==> config.mk <==
export PLATFORM = sky130hd
export DESIGN_NAME = peripheral_pin_remap
export DESIGN_NICKNAME = d
export VERILOG_FILES = /design/src/verilog/ppr_pkg.sv /design/src/verilog/ppr_cfg_if.sv /design/src/verilog/ppr_cfg_regs.sv /design/src/verilog/peripheral_pin_remap.sv
export SDC_FILE = /design/constraint.sdc
export NUM_CORES = 1
export LEC_CHECK = 0
export BUFFER_PORTS_ARGS = -buffer_cell sky130_fd_sc_hd__buf_2
export CAP_MARGIN = 25
export CORE_AREA = 2 2 166 168
export DETAILED_ROUTE_END_ITERATION = 8
export DIE_AREA = 0 0 168 170
export PLACE_DENSITY = 0.47
export SLEW_MARGIN = 20
export SYNTH_ARGS = -nofsm -noshare
export SYNTH_HDL_FRONTEND = slang
export SYNTH_SLANG_ARGS = --single-unit
==> constraint.sdc <==
create_clock -name clk -period 1.4 [get_ports clk]
set_clock_uncertainty 0.1 [all_clocks]
set_input_delay 0 -clock clk [delete_from_list [all_inputs] [get_ports clk]]
set_output_delay 0 -clock clk [all_outputs]
set_load 0.01 [all_outputs]
==> src/verilog/ppr_pkg.sv <==
// Constants for the peripheral pin remap block: route codes, reset values, pin count and owner codes.
// Assumes four 16-bit ports (A..D) indexed 0..15, route selects held by the configuration logic.
// Contract
// RULE1 - Serial port A: select 0 uses A9/A10, select 1 uses B6/B7.
// RULE2 - Serial port B: select 0 puts cts,rts,tx,rx,ck on A0-4, select 1 on D3-7.
// RULE3 - Serial port C: 00 B10-12, 01 C10-12, 11 D8-10; handshake B13-14 or D11-12.
// RULE4 - Two-wire bus: select 0 uses B6/B7, select 1 uses B8/B9.
// RULE5 - Peripheral serial A: 0 uses A4-7 plus A2-3, 1 uses A15 and B3-7.
// RULE6 - Peripheral serial C: 0 uses A15 and B3-5, 1 uses A4 and C10-12.
// RULE7 - Fieldbus A: 00 on A11/A12, 10 on B8/B9, 11 on D0/D1.
// RULE8 - Fieldbus B: select 0 on B12/B13, select 1 on B5/B6.
// RULE9 - Trim sync input from A8 at 00, from D15 at 01.
// RULE10 - Low-speed crystal enabled owns C14/C15, otherwise general purpose.
// RULE11 - Standby or battery supply forces C14/C15 into analog mode.
// RULE12 - High-speed crystal enabled owns D0/D1, otherwise general purpose.
// RULE13 - All route selects reset to zero, default mapping.
package ppr_pkg;
	localparam int PPR_PINS = 16;
	localparam logic [1:0] PPR_RT_00 = 2'h0;
	localparam logic [1:0] PPR_RT_01 = 2'h1;
	localparam logic [1:0] PPR_RT_10 = 2'h2;
	localparam logic [1:0] PPR_RT_11 = 2'h3;
	localparam logic PPR_SEL_RESET = 1'h0;
	localparam logic [1:0] PPR_SEL2_RESET = 2'h0;
	// Per-pin owner codes, sequential binary enumeration of drivers
	typedef enum logic [3:0] {
		PPR_OWN_GPIO = 4'h0,
		PPR_OWN_SERA = 4'h1,
		PPR_OWN_SERB = 4'h2,
		PPR_OWN_SERC = 4'h3,
		PPR_OWN_TWI = 4'h4,
		PPR_OWN_PSA = 4'h5,
		PPR_OWN_PSC = 4'h6,
		PPR_OWN_FBA = 4'h7,
		PPR_OWN_FBB = 4'h8,
		PPR_OWN_OSC = 4'h9,
		PPR_OWN_ANA = 4'hA
	} ppr_owner_e;
endpackage : ppr_pkg

==> src/verilog/ppr_cfg_if.sv <==
// Interface carrying registered route selects from config holder to mux.
// Assumes one clock domain; producer registers, consumer is combinational.
`timescale 1ns/100ps
interface ppr_cfg_if;
	logic serA;
	logic serB;
	logic [1:0] serC;
	logic twi;
	logic psA;
	logic psC;
	logic [1:0] fbA;
	logic fbB;
	logic [1:0] trim;
	logic lowOsc;
	logic highOsc;
	logic lowAnalog;
	modport src (output serA, serB, serC, twi, psA, psC, fbA, fbB, trim, lowOsc, highOsc, lowAnalog);
	modport dst (input serA, serB, serC, twi, psA, psC, fbA, fbB, trim, lowOsc, highOsc, lowAnalog);
endinterface : ppr_cfg_if

==> src/verilog/ppr_cfg_regs.sv <==
// Configuration holder: registers route selects and oscillator/power levels.
// Assumes control levels come synchronous to clk.
`timescale 1ns/100ps
module ppr_cfg_regs
	import ppr_pkg::*;
(
	// Clock and reset
	input wire logic clk,
	input wire logic reset,
	// Software route selects
	input wire logic serialARouteSel,
	input wire logic serialBRouteSel,
	input wire logic [1:0] serialCRouteSel,
	input wire logic twowireRouteSel,
	input wire logic periphSerialARouteSel,
	input wire logic periphSerialCRouteSel,
	input wire logic [1:0] fieldbusARouteSel,
	input wire logic fieldbusBRouteSel,
	input wire logic [1:0] trimSyncRouteSel,
	// Oscillator and power state
	input wire logic lowSpeedCrystalOscEn,
	input wire logic highSpeedCrystalOscEn,
	input wire logic coreStandby,
	input wire logic backupOnBattery,
	// Registered config out
	ppr_cfg_if.src cfg
);
	import ppr_pkg::*;
	logic serA_ff, serB_ff, twi_ff, psA_ff, psC_ff, fbB_ff;
	logic [1:0] serC_ff, fbA_ff, trim_ff;
	logic lowOsc_ff, highOsc_ff, lowAna_ff;
	// RULE13 zero reset selects
	always_ff @(posedge clk) begin
		if (reset) begin
			serA_ff <= PPR_SEL_RESET;
			serB_ff <= PPR_SEL_RESET;
			serC_ff <= PPR_SEL2_RESET;
			twi_ff <= PPR_SEL_RESET;
			psA_ff <= PPR_SEL_RESET;
			psC_ff <= PPR_SEL_RESET;
			fbA_ff <= PPR_SEL2_RESET;
			fbB_ff <= PPR_SEL_RESET;
			trim_ff <= PPR_SEL2_RESET;
		end else begin
			serA_ff <= serialARouteSel;
			serB_ff <= serialBRouteSel;
			serC_ff <= serialCRouteSel;
			twi_ff <= twowireRouteSel;
			psA_ff <= periphSerialARouteSel;
			psC_ff <= periphSerialCRouteSel;
			fbA_ff <= fieldbusARouteSel;
			fbB_ff <= fieldbusBRouteSel;
			trim_ff <= trimSyncRouteSel;
		end
	end
	// Oscillator and power levels
	always_ff @(posedge clk) begin
		if (reset) begin
			lowOsc_ff <= 1'h0;
			highOsc_ff <= 1'h0;
			lowAna_ff <= 1'h0;
		end else begin
			lowOsc_ff <= lowSpeedCrystalOscEn;
			highOsc_ff <= highSpeedCrystalOscEn;
			lowAna_ff <= coreStandby | backupOnBattery;
		end
	end
	// Drive interface
	assign cfg.serA = serA_ff;
	assign cfg.serB = serB_ff;
	assign cfg.serC = serC_ff;
	assign cfg.twi = twi_ff;
	assign cfg.psA = psA_ff;
	assign cfg.psC = psC_ff;
	assign cfg.fbA = fbA_ff;
	assign cfg.fbB = fbB_ff;
	assign cfg.trim = trim_ff;
	assign cfg.lowOsc = lowOsc_ff;
	assign cfg.highOsc = highOsc_ff;
	assign cfg.lowAnalog = lowAna_ff;
endmodule : ppr_cfg_regs

==> src/verilog/peripheral_pin_remap.sv <==
// Pin remap top: steers peripheral signals onto ports A..D by route selects.
// Assumes peripheral outputs and pin inputs synchronous to clk; pad outputs registered.
`timescale 1ns/100ps
module peripheral_pin_remap
	import ppr_pkg::*;
(
	// Clock and reset
	input wire logic clk,
	input wire logic reset,
	// Route selects
	input wire logic serialARouteSel,
	input wire logic serialBRouteSel,
	input wire logic [1:0] serialCRouteSel,
	input wire logic twowireRouteSel,
	input wire logic periphSerialARouteSel,
	input wire logic periphSerialCRouteSel,
	input wire logic [1:0] fieldbusARouteSel,
	input wire logic fieldbusBRouteSel,
	input wire logic [1:0] trimSyncRouteSel,
	// Oscillator and power state
	input wire logic lowSpeedCrystalOscEn,
	input wire logic highSpeedCrystalOscEn,
	input wire logic coreStandby,
	input wire logic backupOnBattery,
	// General-purpose drive per port
	input wire logic [PPR_PINS-1:0] gpioOutA,
	input wire logic [PPR_PINS-1:0] gpioOutB,
	input wire logic [PPR_PINS-1:0] gpioOutC,
	input wire logic [PPR_PINS-1:0] gpioOutD,
	input wire logic [PPR_PINS-1:0] gpioOeA,
	input wire logic [PPR_PINS-1:0] gpioOeB,
	input wire logic [PPR_PINS-1:0] gpioOeC,
	input wire logic [PPR_PINS-1:0] gpioOeD,
	// Pad inputs
	input wire logic [PPR_PINS-1:0] padInA,
	input wire logic [PPR_PINS-1:0] padInB,
	input wire logic [PPR_PINS-1:0] padInC,
	input wire logic [PPR_PINS-1:0] padInD,
	// Pad outputs
	output logic [PPR_PINS-1:0] padOutA,
	output logic [PPR_PINS-1:0] padOutB,
	output logic [PPR_PINS-1:0] padOutC,
	output logic [PPR_PINS-1:0] padOutD,
	output logic [PPR_PINS-1:0] padOeA,
	output logic [PPR_PINS-1:0] padOeB,
	output logic [PPR_PINS-1:0] padOeC,
	output logic [PPR_PINS-1:0] padOeD,
	output logic [PPR_PINS-1:0] padAnalogC,
	output logic [PPR_PINS-1:0] padAnalogD,
	// Serial port A
	input wire logic serialATx,
	output logic serialARx,
	// Serial port B
	input wire logic serialBRts,
	input wire logic serialBTx,
	input wire logic serialBCk,
	output logic serialBCts,
	output logic serialBRx,
	// Serial port C
	input wire logic serialCRts,
	input wire logic serialCTx,
	input wire logic serialCCk,
	output logic serialCCts,
	output logic serialCRx,
	// Two-wire bus, open drain: drive low when oe
	input wire logic twowireSclOe,
	input wire logic twowireSdaOe,
	output logic twowireSclIn,
	output logic twowireSdaIn,
	// Peripheral serial A (master or slave by oe)
	input wire logic [5:0] periphSerialAOut,
	input wire logic [5:0] periphSerialAOe,
	output logic [5:0] periphSerialAIn,
	// Peripheral serial C / audio (sel, ck, miso, mosi)
	input wire logic [3:0] periphSerialCOut,
	input wire logic [3:0] periphSerialCOe,
	output logic [3:0] periphSerialCIn,
	// Fieldbus ports
	input wire logic fieldbusATx,
	output logic fieldbusARx,
	input wire logic fieldbusBTx,
	output logic fieldbusBRx,
	// Trim sync and oscillator ownership
	output logic trimSyncInput,
	output logic lowOscPinsOwned,
	output logic highOscPinsOwned
);
	import ppr_pkg::*;
	ppr_cfg_if cfg ();
	logic [PPR_PINS-1:0] nxt_outA, nxt_outB, nxt_outC, nxt_outD;
	logic [PPR_PINS-1:0] nxt_oeA, nxt_oeB, nxt_oeC, nxt_oeD;
	logic [PPR_PINS-1:0] nxt_anaC, nxt_anaD;
	logic [PPR_PINS-1:0] outA_ff, outB_ff, outC_ff, outD_ff;
	logic [PPR_PINS-1:0] oeA_ff, oeB_ff, oeC_ff, oeD_ff, anaC_ff, anaD_ff;
	logic serCHand;

	// Registered selects
	ppr_cfg_regs u_cfg (
		.clk(clk),
		.reset(reset),
		.serialARouteSel(serialARouteSel),
		.serialBRouteSel(serialBRouteSel),
		.serialCRouteSel(serialCRouteSel),
		.twowireRouteSel(twowireRouteSel),
		.periphSerialARouteSel(periphSerialARouteSel),
		.periphSerialCRouteSel(periphSerialCRouteSel),
		.fieldbusARouteSel(fieldbusARouteSel),
		.fieldbusBRouteSel(fieldbusBRouteSel),
		.trimSyncRouteSel(trimSyncRouteSel),
		.lowSpeedCrystalOscEn(lowSpeedCrystalOscEn),
		.highSpeedCrystalOscEn(highSpeedCrystalOscEn),
		.coreStandby(coreStandby),
		.backupOnBattery(backupOnBattery),
		.cfg(cfg.src)
	);

	// Handshake pins of serial C follow full remap only
	assign serCHand = (cfg.serC == PPR_RT_11);

	// Output steering: GPIO first, later peripheral overlays win
	always_comb begin
		nxt_outA = gpioOutA;
		nxt_outB = gpioOutB;
		nxt_outC = gpioOutC;
		nxt_outD = gpioOutD;
		nxt_oeA = gpioOeA;
		nxt_oeB = gpioOeB;
		nxt_oeC = gpioOeC;
		nxt_oeD = gpioOeD;
		nxt_anaC = '0;
		nxt_anaD = '0;
		// RULE1 serial A tx
		if (cfg.serA) begin
			nxt_outB[6] = serialATx;
			nxt_oeB[6] = 1'h1;
			nxt_oeB[7] = 1'h0;
		end else begin
			nxt_outA[9] = serialATx;
			nxt_oeA[9] = 1'h1;
			nxt_oeA[10] = 1'h0;
		end
		// RULE2 serial B pins
		if (cfg.serB) begin
			nxt_oeD[3] = 1'h0;
			nxt_outD[4] = serialBRts;
			nxt_oeD[4] = 1'h1;
			nxt_outD[5] = serialBTx;
			nxt_oeD[5] = 1'h1;
			nxt_oeD[6] = 1'h0;
			nxt_outD[7] = serialBCk;
			nxt_oeD[7] = 1'h1;
		end else begin
			nxt_oeA[0] = 1'h0;
			nxt_outA[1] = serialBRts;
			nxt_oeA[1] = 1'h1;
			nxt_outA[2] = serialBTx;
			nxt_oeA[2] = 1'h1;
			nxt_oeA[3] = 1'h0;
			nxt_outA[4] = serialBCk;
			nxt_oeA[4] = 1'h1;
		end
		// RULE3 serial C data pins
		case (cfg.serC)
			PPR_RT_01: begin
				nxt_outC[10] = serialCTx;
				nxt_oeC[10] = 1'h1;
				nxt_oeC[11] = 1'h0;
				nxt_outC[12] = serialCCk;
				nxt_oeC[12] = 1'h1;
			end
			PPR_RT_11: begin
				nxt_outD[8] = serialCTx;
				nxt_oeD[8] = 1'h1;
				nxt_oeD[9] = 1'h0;
				nxt_outD[10] = serialCCk;
				nxt_oeD[10] = 1'h1;
			end
			default: begin
				nxt_outB[10] = serialCTx;
				nxt_oeB[10] = 1'h1;
				nxt_oeB[11] = 1'h0;
				nxt_outB[12] = serialCCk;
				nxt_oeB[12] = 1'h1;
			end
		endcase
		// RULE3 serial C handshake
		if (serCHand) begin
			nxt_oeD[11] = 1'h0;
			nxt_outD[12] = serialCRts;
			nxt_oeD[12] = 1'h1;
		end else begin
			nxt_oeB[13] = 1'h0;
			nxt_outB[14] = serialCRts;
			nxt_oeB[14] = 1'h1;
		end
		// RULE4 two-wire open drain
		if (cfg.twi) begin
			nxt_outB[8] = 1'h0;
			nxt_oeB[8] = twowireSclOe;
			nxt_outB[9] = 1'h0;
			nxt_oeB[9] = twowireSdaOe;
		end else begin
			nxt_outB[6] = 1'h0;
			nxt_oeB[6] = twowireSclOe;
			nxt_outB[7] = 1'h0;
			nxt_oeB[7] = twowireSdaOe;
		end
		// RULE5 peripheral serial A
		if (cfg.psA) begin
			nxt_outA[15] = periphSerialAOut[0];
			nxt_oeA[15] = periphSerialAOe[0];
			for (int i = 1; i < 6; i++) begin
				nxt_outB[i+2] = periphSerialAOut[i];
				nxt_oeB[i+2] = periphSerialAOe[i];
			end
		end else begin
			for (int i = 0; i < 4; i++) begin
				nxt_outA[i+4] = periphSerialAOut[i];
				nxt_oeA[i+4] = periphSerialAOe[i];
			end
			nxt_outA[2] = periphSerialAOut[4];
			nxt_oeA[2] = periphSerialAOe[4];
			nxt_outA[3] = periphSerialAOut[5];
			nxt_oeA[3] = periphSerialAOe[5];
		end
		// RULE6 peripheral serial C
		if (cfg.psC) begin
			nxt_outA[4] = periphSerialCOut[0];
			nxt_oeA[4] = periphSerialCOe[0];
			for (int i = 1; i < 4; i++) begin
				nxt_outC[i+9] = periphSerialCOut[i];
				nxt_oeC[i+9] = periphSerialCOe[i];
			end
		end else begin
			nxt_outA[15] = periphSerialCOut[0];
			nxt_oeA[15] = periphSerialCOe[0];
			for (int i = 1; i < 4; i++) begin
				nxt_outB[i+2] = periphSerialCOut[i];
				nxt_oeB[i+2] = periphSerialCOe[i];
			end
		end
		// RULE7 fieldbus A
		case (cfg.fbA)
			PPR_RT_10: begin
				nxt_oeB[8] = 1'h0;
				nxt_outB[9] = fieldbusATx;
				nxt_oeB[9] = 1'h1;
			end
			PPR_RT_11: begin
				nxt_oeD[0] = 1'h0;
				nxt_outD[1] = fieldbusATx;
				nxt_oeD[1] = 1'h1;
			end
			default: begin
				nxt_oeA[11] = 1'h0;
				nxt_outA[12] = fieldbusATx;
				nxt_oeA[12] = 1'h1;
			end
		endcase
		// RULE8 fieldbus B
		if (cfg.fbB) begin
			nxt_oeB[5] = 1'h0;
			nxt_outB[6] = fieldbusBTx;
			nxt_oeB[6] = 1'h1;
		end else begin
			nxt_oeB[12] = 1'h0;
			nxt_outB[13] = fieldbusBTx;
			nxt_oeB[13] = 1'h1;
		end
		// RULE12 high crystal owns D0/D1
		if (cfg.highOsc) begin
			nxt_outD[1:0] = 2'h0;
			nxt_oeD[1:0] = 2'h0;
			nxt_anaD[1:0] = 2'h3;
		end
		// RULE10 low crystal owns C14/C15
		if (cfg.lowOsc) begin
			nxt_outC[15:14] = 2'h0;
			nxt_oeC[15:14] = 2'h0;
			nxt_anaC[15:14] = 2'h3;
		end
		// RULE11 power loss forces analog
		if (cfg.lowAnalog) begin
			nxt_outC[15:14] = 2'h0;
			nxt_oeC[15:14] = 2'h0;
			nxt_anaC[15:14] = 2'h3;
		end
	end

	// Pad output registers
	always_ff @(posedge clk) begin
		if (reset) begin
			outA_ff <= '0;
			outB_ff <= '0;
			outC_ff <= '0;
			outD_ff <= '0;
			oeA_ff <= '0;
			oeB_ff <= '0;
			oeC_ff <= '0;
			oeD_ff <= '0;
			anaC_ff <= '0;
			anaD_ff <= '0;
		end else begin
			outA_ff <= nxt_outA;
			outB_ff <= nxt_outB;
			outC_ff <= nxt_outC;
			outD_ff <= nxt_outD;
			oeA_ff <= nxt_oeA;
			oeB_ff <= nxt_oeB;
			oeC_ff <= nxt_oeC;
			oeD_ff <= nxt_oeD;
			anaC_ff <= nxt_anaC;
			anaD_ff <= nxt_anaD;
		end
	end
	assign padOutA = outA_ff;
	assign padOutB = outB_ff;
	assign padOutC = outC_ff;
	assign padOutD = outD_ff;
	assign padOeA = oeA_ff;
	assign padOeB = oeB_ff;
	assign padOeC = oeC_ff;
	assign padOeD = oeD_ff;
	assign padAnalogC = anaC_ff;
	assign padAnalogD = anaD_ff;

	// Input steering, combinational from pads and selects
	always_comb begin
		// RULE1 serial A rx
		serialARx = cfg.serA ? padInB[7] : padInA[10];
		// RULE2 serial B inputs
		serialBCts = cfg.serB ? padInD[3] : padInA[0];
		serialBRx = cfg.serB ? padInD[6] : padInA[3];
		// RULE3 serial C inputs
		case (cfg.serC)
			PPR_RT_01: serialCRx = padInC[11];
			PPR_RT_11: serialCRx = padInD[9];
			default: serialCRx = padInB[11];
		endcase
		serialCCts = serCHand ? padInD[11] : padInB[13];
		// RULE4 two-wire inputs
		twowireSclIn = cfg.twi ? padInB[8] : padInB[6];
		twowireSdaIn = cfg.twi ? padInB[9] : padInB[7];
		// RULE5 peripheral serial A inputs
		if (cfg.psA) begin
			periphSerialAIn = {padInB[7:3], padInA[15]};
		end else begin
			periphSerialAIn = {padInA[3:2], padInA[7:4]};
		end
		// RULE6 peripheral serial C inputs
		if (cfg.psC) begin
			periphSerialCIn = {padInC[12:10], padInA[4]};
		end else begin
			periphSerialCIn = {padInB[5:3], padInA[15]};
		end
		// RULE7 fieldbus A rx
		case (cfg.fbA)
			PPR_RT_10: fieldbusARx = padInB[8];
			PPR_RT_11: fieldbusARx = padInD[0];
			default: fieldbusARx = padInA[11];
		endcase
		// RULE8 fieldbus B rx
		fieldbusBRx = cfg.fbB ? padInB[5] : padInB[12];
		// RULE9 trim sync source
		case (cfg.trim)
			PPR_RT_01: trimSyncInput = padInD[15];
			default: trimSyncInput = padInA[8];
		endcase
		lowOscPinsOwned = cfg.lowOsc;
		highOscPinsOwned = cfg.highOsc;
	end
endmodule : peripheral_pin_remap

==> results by group, run 1 <==
Layout
  • Post-layout net count: 1308
  • Filler cell count: 2618
  • Number of antenna repair diodes: 0
  • P&R area growth vs syn: 99.6%
  • Finished Core Util: a little under two fifths
  • Layout Cell Area excl Fill: slightly above 10000 um2
  • Share of final-layout standard cells stronger than drive strength 1: ~44%

Setup path
  • Startpoint Class: flip-flop
  • Reg-to-reg startpoint: u_cfg.cfg.twi
  • Reg-to-reg setup timing slack: 0.03 ns
  • Critical path data arrival time: 1.38 ns
  • Critical path required time: between 1 and 1.5 ns
  • Crit. Startpoint: u_cfg.cfg.psA
  • Kind of capture point of the worst setup path: output pin
  • Max FO, Critical Path: 5
  • Capture point of the worst reg-to-reg path: padOutB[6]
  • Setup crit end: periphSerialAIn[3]
  • Type of the worst setup path: reg -> out
  • Cell depth of the worst flop-to-flop path: 5

Routing
  • Per-cell via count in the routed design: between 3 and 4
  • DRC marker count from the first detailed-route iteration: 180
  • Via total after detailed routing: 5478
  • WL final: around 22 mm
  • Wire per inst: roughly 15 um
  • Remaining design rule violation count: 0
  • Post-route ant nets: 0
  • Iteration count of the initial detailed-routing pass: 4

Clock network
  • CTS H-Tree Depth: 4
  • Clock tree buffer depth: 2
  • Later-pin clock latency in the skew report: between 0.4 and 0.5 ns
  • Clock slew at reported path FFs: 0.06 ns
  • TritonCTS clock tree: yes
  • CTS Sinks: 145
  • Number of buffers created by CTS: 17
  • Clock Tree Root: sky130_fd_sc_hd__clkbuf_16

Yosys
  • Cell area after synthesis: between 5000 and 6000 um2
  • Cell with the most instances after synthesis: sky130_fd_sc_hd__dfxtp_1
  • Yosys warnings: 0
  • Synthesized area per cell: ~10 um2
  • Commonest cells in the synthesized netlist: sky130_fd_sc_hd__dfxtp_1 (145), sky130_fd_sc_hd__nor2b_1 (70), sky130_fd_sc_hd__nor2_1 (56)
  • Number of synthesized flops with an enable pin: 0
  • Count of state elements after synthesis: roughly 150
  • Ranking of synthesized cells by area: sky130_fd_sc_hd__dfxtp_1 (57%), sky130_fd_sc_hd__nor2b_1 (8.6%), sky130_fd_sc_hd__mux2i_1 (6.9%)
  • Cells after synthesis: 486
  • Leading register cell type out of synthesis: sky130_fd_sc_hd__dfxtp_1
  • Cell taking the most area after synthesis: sky130_fd_sc_hd__dfxtp_1
  • Portion of the post-synthesis area used by sequential elements: approximately 57%
  • Proportion of synthesized flip-flops having asynchronous set or reset: 0%
  • Yosys top cell area share: between 50% and 60%
  • Netlist cell types: 32

Die
  • Horizontal die dimension: about 170 um
  • Floorplan Core Area: ~27000 um2
  • Initial Util: a little under a fifth
  • Total number of placement rows: 60
  • Area of the die: around 29000 um2
  • Vertical die dimension: about 170 um
  • Top Ports: between 400 and 500

Place
  • Final weighted congestion of routability-driven global placement: 0.774
  • Detailed placer's ending HPWL: about 15 mm
  • Buffers added on ports: 360
  • Area of placed instances: ~7300 um2
  • Pre-CTS setup slack: between 0.01 and 0.015 ns

Timing
  • Slew Viols, Final: 0
  • Setup tns final: -0.555 ns
  • Worst path setup slack after routing: -0.0833 ns
  • Final worst-path cycle share: 106%
  • Peak clock frequency supported by timing: between 600 and 700 MHz
  • Final count of hold timing violations: 0
  • Setup repair after global routing missed its margin: yes
  • Min Clock Period, post-route: 1.48 ns
  • Total setup violations reported at the end of the flow: 14

Global route
  • Initial antenna violation count: 0
  • Pin count of the biggest net entering global routing: 31
  • Wire length of the first global-routing pass: 31.6 mm
  • Global router's overall resource usage: 14.7%
  • GRT overflow: 0
  • Vias in the first global route: 5694

Run status
  • Failing checks: setup timing
  • Status: finished with violations

Power and ir drop
  • Power Total: between 10 and 15 mW
  • Peak supply drop: about 0.00046 V
  • Leakage power: 5.00 nW
  • Power density relative to cell area: roughly 1100 nW/um2

Run
  • Max-cap check violation count: 0

Worst hold path
  • Min-Delay Path Class: in -> reg
timing repair:
action	in CTS	in global routing
setup buffers	16	5
endpoints found under the setup margin	21	34
gates resized for setup	64	11
cloned	1	0
pin swaps	2	4
hold buffers	189	0
hold endpoints to repair	144	0
cells by family after synthesis:
| logic type | Yosys count | share of synthesized area (%) |
|---|---|---|
| and+or+nand+nor | 178 | 18.3 |
| buffers and inverters | 69 | 8.76 |
| other | 1 | 0.0735 |
| muxes | 52 | 10.6 |
| AOI/OAI and AO/OA | 41 | 5.35 |
| DFF | 145 | 56.9 |
power breakdown:
part | internal (mW) | total, mW | switching [mW]
Clock | 2.67 | 4.57 | 1.90
Combinational | 1.12 | 1.92 | 0.809
Sequential | 4.37 | 4.46 | 0.0902
cell type report:
type / count / area (um2) / share of cell area [%]
Multi-Input combinational cell: 299 / 1950 / 19.2
Inverter: 9 / 36.3 / 0.356
Clock inverter: 12 / 134 / 1.31
Timing Repair Buffer: 595 / 4260 / 41.8
Tap cell: 341 / 427 / 4.19
Clock buffer: 19 / 443 / 4.35
Sequential cell: 145 / 2930 / 28.8
worst max-delay path, stage by stage, from the launching register on:
cell and delay (ns):
sky130_fd_sc_hd__dfxtp_4 0.39, sky130_fd_sc_hd__buf_6 0.14, sky130_fd_sc_hd__mux2_4 0.31, sky130_fd_sc_hd__buf_6 0.12
layout by cell type, fill, tap and decap left out, types with 2 or more instances in the layout:
| cell type | instances |
|---|---|
| sky130_fd_sc_hd__buf_4 | 33 |
| sky130_fd_sc_hd__dfxtp_1 | 134 |
| sky130_fd_sc_hd__inv_1 | 7 |
| sky130_fd_sc_hd__nor2_1 | 56 |
| sky130_fd_sc_hd__dlygate4sd3_1 | 189 |
| sky130_fd_sc_hd__a221oi_1 | 3 |
| sky130_fd_sc_hd__bufinv_16 | 2 |
| sky130_fd_sc_hd__nand2_1 | 19 |
| sky130_fd_sc_hd__nor3b_1 | 6 |
| sky130_fd_sc_hd__a211oi_1 | 10 |
| sky130_fd_sc_hd__clkinv_2 | 3 |
| sky130_fd_sc_hd__nor2b_1 | 69 |
| sky130_fd_sc_hd__buf_6 | 26 |
| sky130_fd_sc_hd__and2_1 | 5 |
| sky130_fd_sc_hd__clkinvlp_4 | 2 |
| sky130_fd_sc_hd__mux2_4 | 16 |
| sky130_fd_sc_hd__nand3b_1 | 3 |
| sky130_fd_sc_hd__and3b_1 | 3 |
| sky130_fd_sc_hd__nand2_2 | 2 |
| sky130_fd_sc_hd__conb_1 | 28 |
| sky130_fd_sc_hd__a21oi_2 | 2 |
| sky130_fd_sc_hd__clkinv_4 | 3 |
| sky130_fd_sc_hd__inv_6 | 2 |
| sky130_fd_sc_hd__dfxtp_4 | 7 |
| sky130_fd_sc_hd__nand2b_1 | 3 |
| sky130_fd_sc_hd__dfxtp_2 | 4 |
| sky130_fd_sc_hd__nand3_1 | 3 |
| sky130_fd_sc_hd__buf_2 | 342 |
| sky130_fd_sc_hd__nor3_1 | 4 |
| sky130_fd_sc_hd__buf_12 | 4 |
| sky130_fd_sc_hd__a21oi_1 | 20 |
| sky130_fd_sc_hd__mux2i_1 | 35 |
| sky130_fd_sc_hd__clkbuf_16 | 17 |
sequential cells by signal, summed over array words and instances, names as in the netlist, 2 cells and up:
name            count
padOutD            16
padOeA             16
padOutC            16
u_cfg.cfg.trim      2
padOeD             16
padOeB             16
padOeC             16
padOutA            16
u_cfg.cfg.serC      2
u_cfg.cfg.fbA       2
padOutB            16
worst min path at each step:
stage                  from           to  slack [ns]  depth (start not counted)
2_1_floorplan    padInD[11]   serialCCts        0.01                          2
3_3_place_gp    gpioOeC[14]   padOeC[14]        0.10                          2
3_5_place_dp   gpioOutC[15]  padOutC[15]        0.10                          2
4_1_cts          gpioOeB[6]    padOeB[6]        0.03                          4
5_1_grt          gpioOeB[6]    padOeB[6]        0.05                          4
6_report         gpioOeB[6]    padOeB[6]        0.05                          4
per-layer routing:
metal / up-vias / global-route usage (%) / wire length (um) / share of wire (%)
met5: - / 0 / 0 / 0
met4: 0 / 4.42 / 342 / 1.6
met3: 13 / 4.53 / 1480 / 6.8
met2: 262 / 26.6 / 11000 / 51
met1: 2516 / 16.7 / 8920 / 41
li1: 2687 / - / - / -
metrics by stage:
step,hold slack [ns],instances
3_3_place_gp,0.102,1180
3_5_place_dp,0.104,1180
2_1_floorplan,0.0108,513
6_report,0.0487,1420
4_1_cts,0.0256,1416
5_1_grt,0.0530,1420
No activity file was read; power rests on OpenSTA's default activity.
==> inputs of run 2 (changes only) <==
==> constraint.sdc (replaced) <==
create_clock -name clk -period 1.4 [get_ports clk]
set_clock_uncertainty 0.1 [all_clocks]
set_input_delay 0 -clock clk [delete_from_list [all_inputs] [get_ports clk]]
set_output_delay 0 -clock clk [all_outputs]
set_load 0.005 [all_outputs]
==> results by group, run 2 (same netlist as run 1, synthesis figures left out) <==
Run status
  • Status: finished with violations
  • Failing checks: setup timing

Global route
  • Wire length of the first global-routing pass: 31.8 mm (+0.63%)
  • Initial antenna violation count: 0 (unchanged)
  • Vias in the first global route: 5749 (+0.97%)
  • Pin count of the biggest net entering global routing: 31 (unchanged)
  • GRT overflow: 0 (unchanged)
  • Global router's overall resource usage: 14.7% (-0.033 points)

Timing
  • Setup repair after global routing missed its margin: yes
  • Worst path setup slack after routing: -0.0496 ns (+0.0337 ns)
  • Peak clock frequency supported by timing: 690 MHz (+2.3%)
  • Setup tns final: -0.293 ns (+0.262 ns)
  • Min Clock Period, post-route: 1.45 ns (-0.0337 ns)
  • Final worst-path cycle share: 104% (-2.4 points)
  • Final count of hold timing violations: 0 (unchanged)
  • Slew Viols, Final: 0 (unchanged)
  • Total setup violations reported at the end of the flow: 12 (-2)

Place
  • Buffers added on ports: 360 (unchanged)
  • Placed Cells: 1179 (-0.085%)
  • Detailed placer's ending HPWL: 15.2 mm (+0.58%)
  • Final weighted congestion of routability-driven global placement: 0.782 (+1.1%)

Die
  • Total number of placement rows: 60 (unchanged)
  • Top Ports: 423 (unchanged)
  • Area of the die: 28600 um2 (unchanged)
  • Initial Util: 19.1% (unchanged)
  • Vertical die dimension: 170 um (unchanged)
  • Horizontal die dimension: 168 um (unchanged)
  • Floorplan Core Area: 26700 um2 (unchanged)

Power and ir drop
  • Peak supply drop: 0.000623 V (+35%)
  • Power density relative to cell area: 1080 nW/um2 (+0.80%)
  • Leakage power: 4.95 nW (-0.96%)

Setup path
  • Critical path, cell by cell: buf_6, mux2_4, buf_6
  • Kind of capture point of the worst setup path: output pin
  • Critical path required time: 1.30 ns (about the same)
  • Type of the worst setup path: reg -> out
  • Slowest cell on the critical path: sky130_fd_sc_hd__dfxtp_4
  • Max FO, Critical Path: 5 (unchanged)
  • Critical path data arrival time: 1.35 ns (-0.03 ns)
  • Startpoint Class: flip-flop
  • Largest stage delay on the critical path: 0.38 ns (about the same)
  • Most used cell along the critical path: sky130_fd_sc_hd__buf_6

Clock network
  • Later-pin clock latency in the skew report: 0.41 ns (about the same)
  • Clock tree buffer depth: 2 (unchanged)
  • CTS Sinks: 145 (unchanged)
  • Number of buffers created by CTS: 17 (unchanged)
  • CTS H-Tree Depth: 4 (unchanged)
  • TritonCTS clock tree: yes
  • Clock Tree Root: sky130_fd_sc_hd__clkbuf_16
  • Clock slew at reported path FFs: 0.06 ns (about the same)

Routing
  • Per-cell via count in the routed design: 3.83 (-0.81%)
  • WL final: 21.3 mm (-2.0%)
  • Wire per inst: 15.1 um (-1.5%)
  • Remaining design rule violation count: 0 (unchanged)
  • Iteration count of the initial detailed-routing pass: 4 (unchanged)
  • Post-route ant nets: 0 (unchanged)
  • DRC marker count from the first detailed-route iteration: 161 (-11%)
  • Via total after detailed routing: 5403 (-1.4%)

Layout
  • Leading cell types in the layout, fill and taps excluded: sky130_fd_sc_hd__buf_2 (343), sky130_fd_sc_hd__dlygate4sd3_1 (186), sky130_fd_sc_hd__dfxtp_1 (134)
  • Post-layout net count: 1299 (-0.69%)
  • Number of antenna repair diodes: 0 (unchanged)
  • Count of placed standard cells in the final layout, fillers left out: 1412 (-0.56%)
  • Share of final-layout standard cells stronger than drive strength 1: 43.8% (-0.42 points)
  • P&R area growth vs syn: 98.7%
  • Most common cell after layout, fill and taps aside: sky130_fd_sc_hd__buf_2

Worst hold path
  • Min-Delay Path Class: in -> reg

Run
  • Max-cap check violation count: 0 (unchanged)
[run 2: cell types whose count changed in the layout (fill, tap and decap cells not counted), moves of 2 or more]
| cell | before | now |
|---|---|---|
| sky130_fd_sc_hd__buf_6 | 26 | 24 |
| sky130_fd_sc_hd__nand2_2 | 2 | 0 |
| sky130_fd_sc_hd__clkbuf_1 | 1 | 3 |
| sky130_fd_sc_hd__dlygate4sd3_1 | 189 | 186 |
| sky130_fd_sc_hd__buf_4 | 33 | 27 |
| sky130_fd_sc_hd__clkinvlp_4 | 2 | 5 |
| sky130_fd_sc_hd__clkinv_2 | 3 | 0 |
| sky130_fd_sc_hd__nand2_1 | 19 | 21 |
[run 2: worst paths after layout]
path,start,to,slack [ns],cells past startpoint
setup / recovery,u_cfg.cfg.psA,periphSerialAIn[3],-0.05,3
setup reg to reg,u_cfg.cfg.psA,padOutB[6],0.07,3
hold reg to reg,u_cfg.cfg.lowAnalog,padAnalogC[14],0.37,2
hold / removal,gpioOutB[6],padOutB[6],0.08,4
[run 2: final cells by class]
cell class                 count  area, um2
multi-input combinational    299       1950
inverter                       9       40.0
timing repair buffer         586       4180
fill                        2649      16500
clock buffer                  21        450
sequential                   145       2930
tap                          341        427
clock inverter                11        155
[run 2: worst max-delay path, delay by kind of cell, from the launching register on]
kind | cells | cell delay (ns)
buf+inv | 2 | 0.26
flops | 1 | 0.38
mux | 1 | 0.30
[run 2: metrics by stage]
step                      utilization [%]  instance area [um2]  total power, mW  worst slack, ns  hold slack (ns)
final                                38.0                10100             11.0          -0.0496           0.0779
after global routing                 38.0                10100             11.5           -0.104            0.130
after CTS                            37.9                10100             11.2          -0.0848            0.154
after detailed placement             27.3                 7270             5.78           0.0195            0.103
after global placement               27.3                 7270             5.77           0.0316            0.101
after floorplan                         -                 5200             5.08            0.140          -0.0150
[run 2: where the power goes]
part | switching, mW | internal, mW
registers | 0.0875 | 4.37
logic | 0.683 | 1.10
clock network | 1.88 | 2.87
total | 2.66 | 8.33
[run 2: metal layers]
layer	part of all wire, %	vias to the layer above	global-route usage [%]
li1	-	2668	-
met1	41	2461	16.6
met2	50	263	26.6
met3	7.2	11	4.30
met4	1.6	0	4.80
met5	0	-	0
[run 2: timing repair]
action | CTS | global route
pin swaps | 2 | 0
resized for setup | 62 | 9
hold endpoints to repair | 144 | 0
setup endpoints to repair | 20 | 31
hold buffers | 186 | 0
buffers inserted | 14 | 1
gates cloned | 1 | 0
==> inputs of run 3 (changes only) <==
--- a/config.mk
+++ b/config.mk
@@ -7,10 +7,13 @@
 export LEC_CHECK = 0
 export BUFFER_PORTS_ARGS = -buffer_cell sky130_fd_sc_hd__buf_2
 export CAP_MARGIN = 25
-export CORE_AREA = 2 2 166 168
+export CELL_PAD_IN_SITES_DETAIL_PLACEMENT = 2
+export CELL_PAD_IN_SITES_GLOBAL_PLACEMENT = 2
+export CORE_ASPECT_RATIO = 1.25
+export CORE_MARGIN = 2
+export CORE_UTILIZATION = 18
 export DETAILED_ROUTE_END_ITERATION = 8
-export DIE_AREA = 0 0 168 170
-export PLACE_DENSITY = 0.47
+export PLACE_DENSITY = 0.75
 export SLEW_MARGIN = 20
 export SYNTH_ARGS = -nofsm -noshare
 export SYNTH_HDL_FRONTEND = slang
==> results by group, run 3 (same netlist as run 1, synthesis figures left out) <==
Die
  • Top Ports: 423 (unchanged)
  • Area of the die: 29700 um2 (+4.0%)
  • Total number of placement rows: 68 (+13%)
  • Floorplan Core Area: 27700 um2 (+4.1%)
  • Horizontal die dimension: 155 um (-8.0%)
  • Vertical die dimension: 192 um (+13%)
  • Initial Util: 18.4% (-0.75 points)

Global route
  • GRT overflow: 0 (unchanged)
  • Vias in the first global route: 6901 (+20%)
  • Initial antenna violation count: 5 (+5)
  • Pin count of the biggest net entering global routing: 39 (+26%)
  • Global router's overall resource usage: 19.3% (+4.6 points)
  • Wire length of the first global-routing pass: 42.1 mm (+32%)

Run status
  • Status: finished with violations
  • Failing checks: setup timing

Layout
  • Filler cell count: 3000 (+13%)
  • Post-layout net count: 1312 (+1.0%)
  • Finished Core Util: 37.2% (-0.84 points)
  • Share of final-layout standard cells stronger than drive strength 1: 45.9% (+2.1 points)
  • Most common cell after layout, fill and taps aside: sky130_fd_sc_hd__buf_2
  • P&R area growth vs syn: 102%
  • Leading cell types in the layout, fill and taps excluded: sky130_fd_sc_hd__buf_2 (343), sky130_fd_sc_hd__dlygate4sd3_1 (183), sky130_fd_sc_hd__dfxtp_1 (134)
  • Layout Cell Area excl Fill: 10300 um2 (+1.8%)
  • Count of placed standard cells in the final layout, fillers left out: 1438 (+1.8%)

Routing
  • DRC marker count from the first detailed-route iteration: 110 (-32%)
  • Iteration count of the initial detailed-routing pass: 4 (unchanged)
  • Via total after detailed routing: 5801 (+7.4%)
  • Remaining design rule violation count: 0 (unchanged)
  • Post-route ant nets: 0 (unchanged)
  • WL final: 29.3 mm (+38%)
  • Per-cell via count in the routed design: 4.03 (+5.4%)
  • Wire per inst: 20.4 um (+35%)

Timing
  • Final worst-path cycle share: 108% (+4.9 points)
  • Setup repair after global routing missed its margin: yes
  • Worst-margin pin slew: just under 0.7 ns
  • Max-slew headroom at the worst pin: a little over half
  • Min Hold Slack: 0.0281 ns (-0.0498 ns)
  • Peak clock frequency supported by timing: 659 MHz (-4.5%)
  • Final count of hold timing violations: 0 (unchanged)
  • Worst path setup slack after routing: -0.118 ns (-0.0682 ns)
  • Min Clock Period, post-route: 1.52 ns (+0.0682 ns)
  • Slew Viols, Final: 0 (unchanged)
  • Setup tns final: -0.842 ns (-0.549 ns)
  • Total setup violations reported at the end of the flow: 17 (+5)

Place
  • Area of placed instances: 7260 um2 (-0.26%)
  • Final weighted congestion of routability-driven global placement: 0.786 (+0.54%)
  • Buffers added on ports: 360 (unchanged)
  • Detailed placer's ending HPWL: 17.2 mm (+13%)
  • Pre-CTS setup slack: 0.00879 ns (-0.0107 ns)
  • Placed Cells: 1189 (+0.85%)

Setup path
  • Capture point of the worst reg-to-reg path: padOutA[4]
  • Setup crit end: periphSerialAIn[0]
  • Crit. Startpoint: u_cfg.cfg.psA
  • Max FO, Critical Path: 5 (unchanged)
  • Reg-to-reg startpoint: u_cfg.cfg.psA
  • Startpoint Class: flip-flop
  • Cell depth of the worst flop-to-flop path: 6 (+3)
  • Type of the worst setup path: reg -> out
  • Critical path required time: 1.30 ns (about the same)
  • Critical path data arrival time: 1.42 ns (+0.07 ns)
  • Reg-to-reg setup timing slack: -0.01 ns (-0.08 ns)
  • Kind of capture point of the worst setup path: output pin

Clock network
  • Clock tree buffer depth: 2 (unchanged)
  • CTS H-Tree Depth: 4 (unchanged)
  • Number of buffers created by CTS: 17 (unchanged)
  • TritonCTS clock tree: yes
  • CTS Sinks: 145 (unchanged)
  • Clock slew at reported path FFs: 0.06 ns (about the same)
  • Clock Tree Root: sky130_fd_sc_hd__clkbuf_16
  • Later-pin clock latency in the skew report: 0.43 ns (+0.02 ns)

Power and ir drop
  • Power Total: 11.1 mW (+1.3%)
  • Leakage power: 5.04 nW (+1.8%)
  • Power density relative to cell area: 1080 nW/um2 (-0.43%)
  • Peak supply drop: 0.000723 V (+16%)

Run
  • Max-cap check violation count: 0 (unchanged)

Worst hold path
  • Min-Delay Path Class: in -> reg
## run 3: changes by cell type in the layout (fill, tap and decap cells not counted), moves of 3 or more
cell	previous run	this run
sky130_fd_sc_hd__clkinv_2	0	5
sky130_fd_sc_hd__buf_4	27	41
sky130_fd_sc_hd__buf_8	1	5
sky130_fd_sc_hd__diode_2	0	5
sky130_fd_sc_hd__dfxtp_2	4	1
sky130_fd_sc_hd__dlygate4sd3_1	186	183
sky130_fd_sc_hd__dfxtp_4	7	10
sky130_fd_sc_hd__nand2_1	21	18
sky130_fd_sc_hd__a211oi_2	1	4
sky130_fd_sc_hd__a211oi_1	9	6
## run 3: how the worst min path moves through the flow
stage	depth (start not counted)	start	end	slack [ns]
detailed placement	2	gpioOutC[14]	padOutC[14]	0.11
global route	3	reset	padOeB[1]	0.04
finish	3	reset	padOeB[1]	0.03
global placement	2	gpioOutC[14]	padOutC[14]	0.10
CTS	3	reset	padOutA[6]	0.03
floorplan	2	padInD[11]	serialCCts	-0.02
## run 3: layout make-up
type	instances	area, um2	share of cell area [%]
Timing Repair Buffer	599	4270	41.4
Sequential cell	145	2940	28.5
Multi-Input combinational cell	299	2020	19.6
Clock buffer	20	447	4.33
Tap cell	350	438	4.25
Clock inverter	11	139	1.35
Inverter	9	40.0	0.388
Antenna cell	5	12.5	0.121
## run 3: where the power goes
part | total, mW | switching (mW) | leakage, nW | internal (mW)
Clock | 4.71 | 1.88 | 0.285 | 2.83
Sequential | 4.46 | 0.0989 | 1.21 | 4.36
Combinational | 1.96 | 0.830 | 3.54 | 1.13
## run 3: routing by layer
layer  up-vias  global-route usage, %  part of all wire [%]
met4         0                   8.05                   3.5
met5         -                      0                     0
met3        53                   5.17                   5.8
met2       276                   38.4                    56
met1      2773                   18.5                    35
li1       2699                      -                     -
## run 3: critical path, stage by stage (launching register included)
cell                      delay, ns
sky130_fd_sc_hd__dfxtp_4       0.41
sky130_fd_sc_hd__buf_8         0.14
sky130_fd_sc_hd__mux2_4        0.32
sky130_fd_sc_hd__buf_6         0.12
## run 3: repair_timing
action,CTS,global route
hold buffers,184,0
pin swaps,3,7
hold endpoints to repair,144,0
buffers inserted,22,10
resized for setup,76,22
endpoints found under the setup margin,21,29
gates cloned,1,0
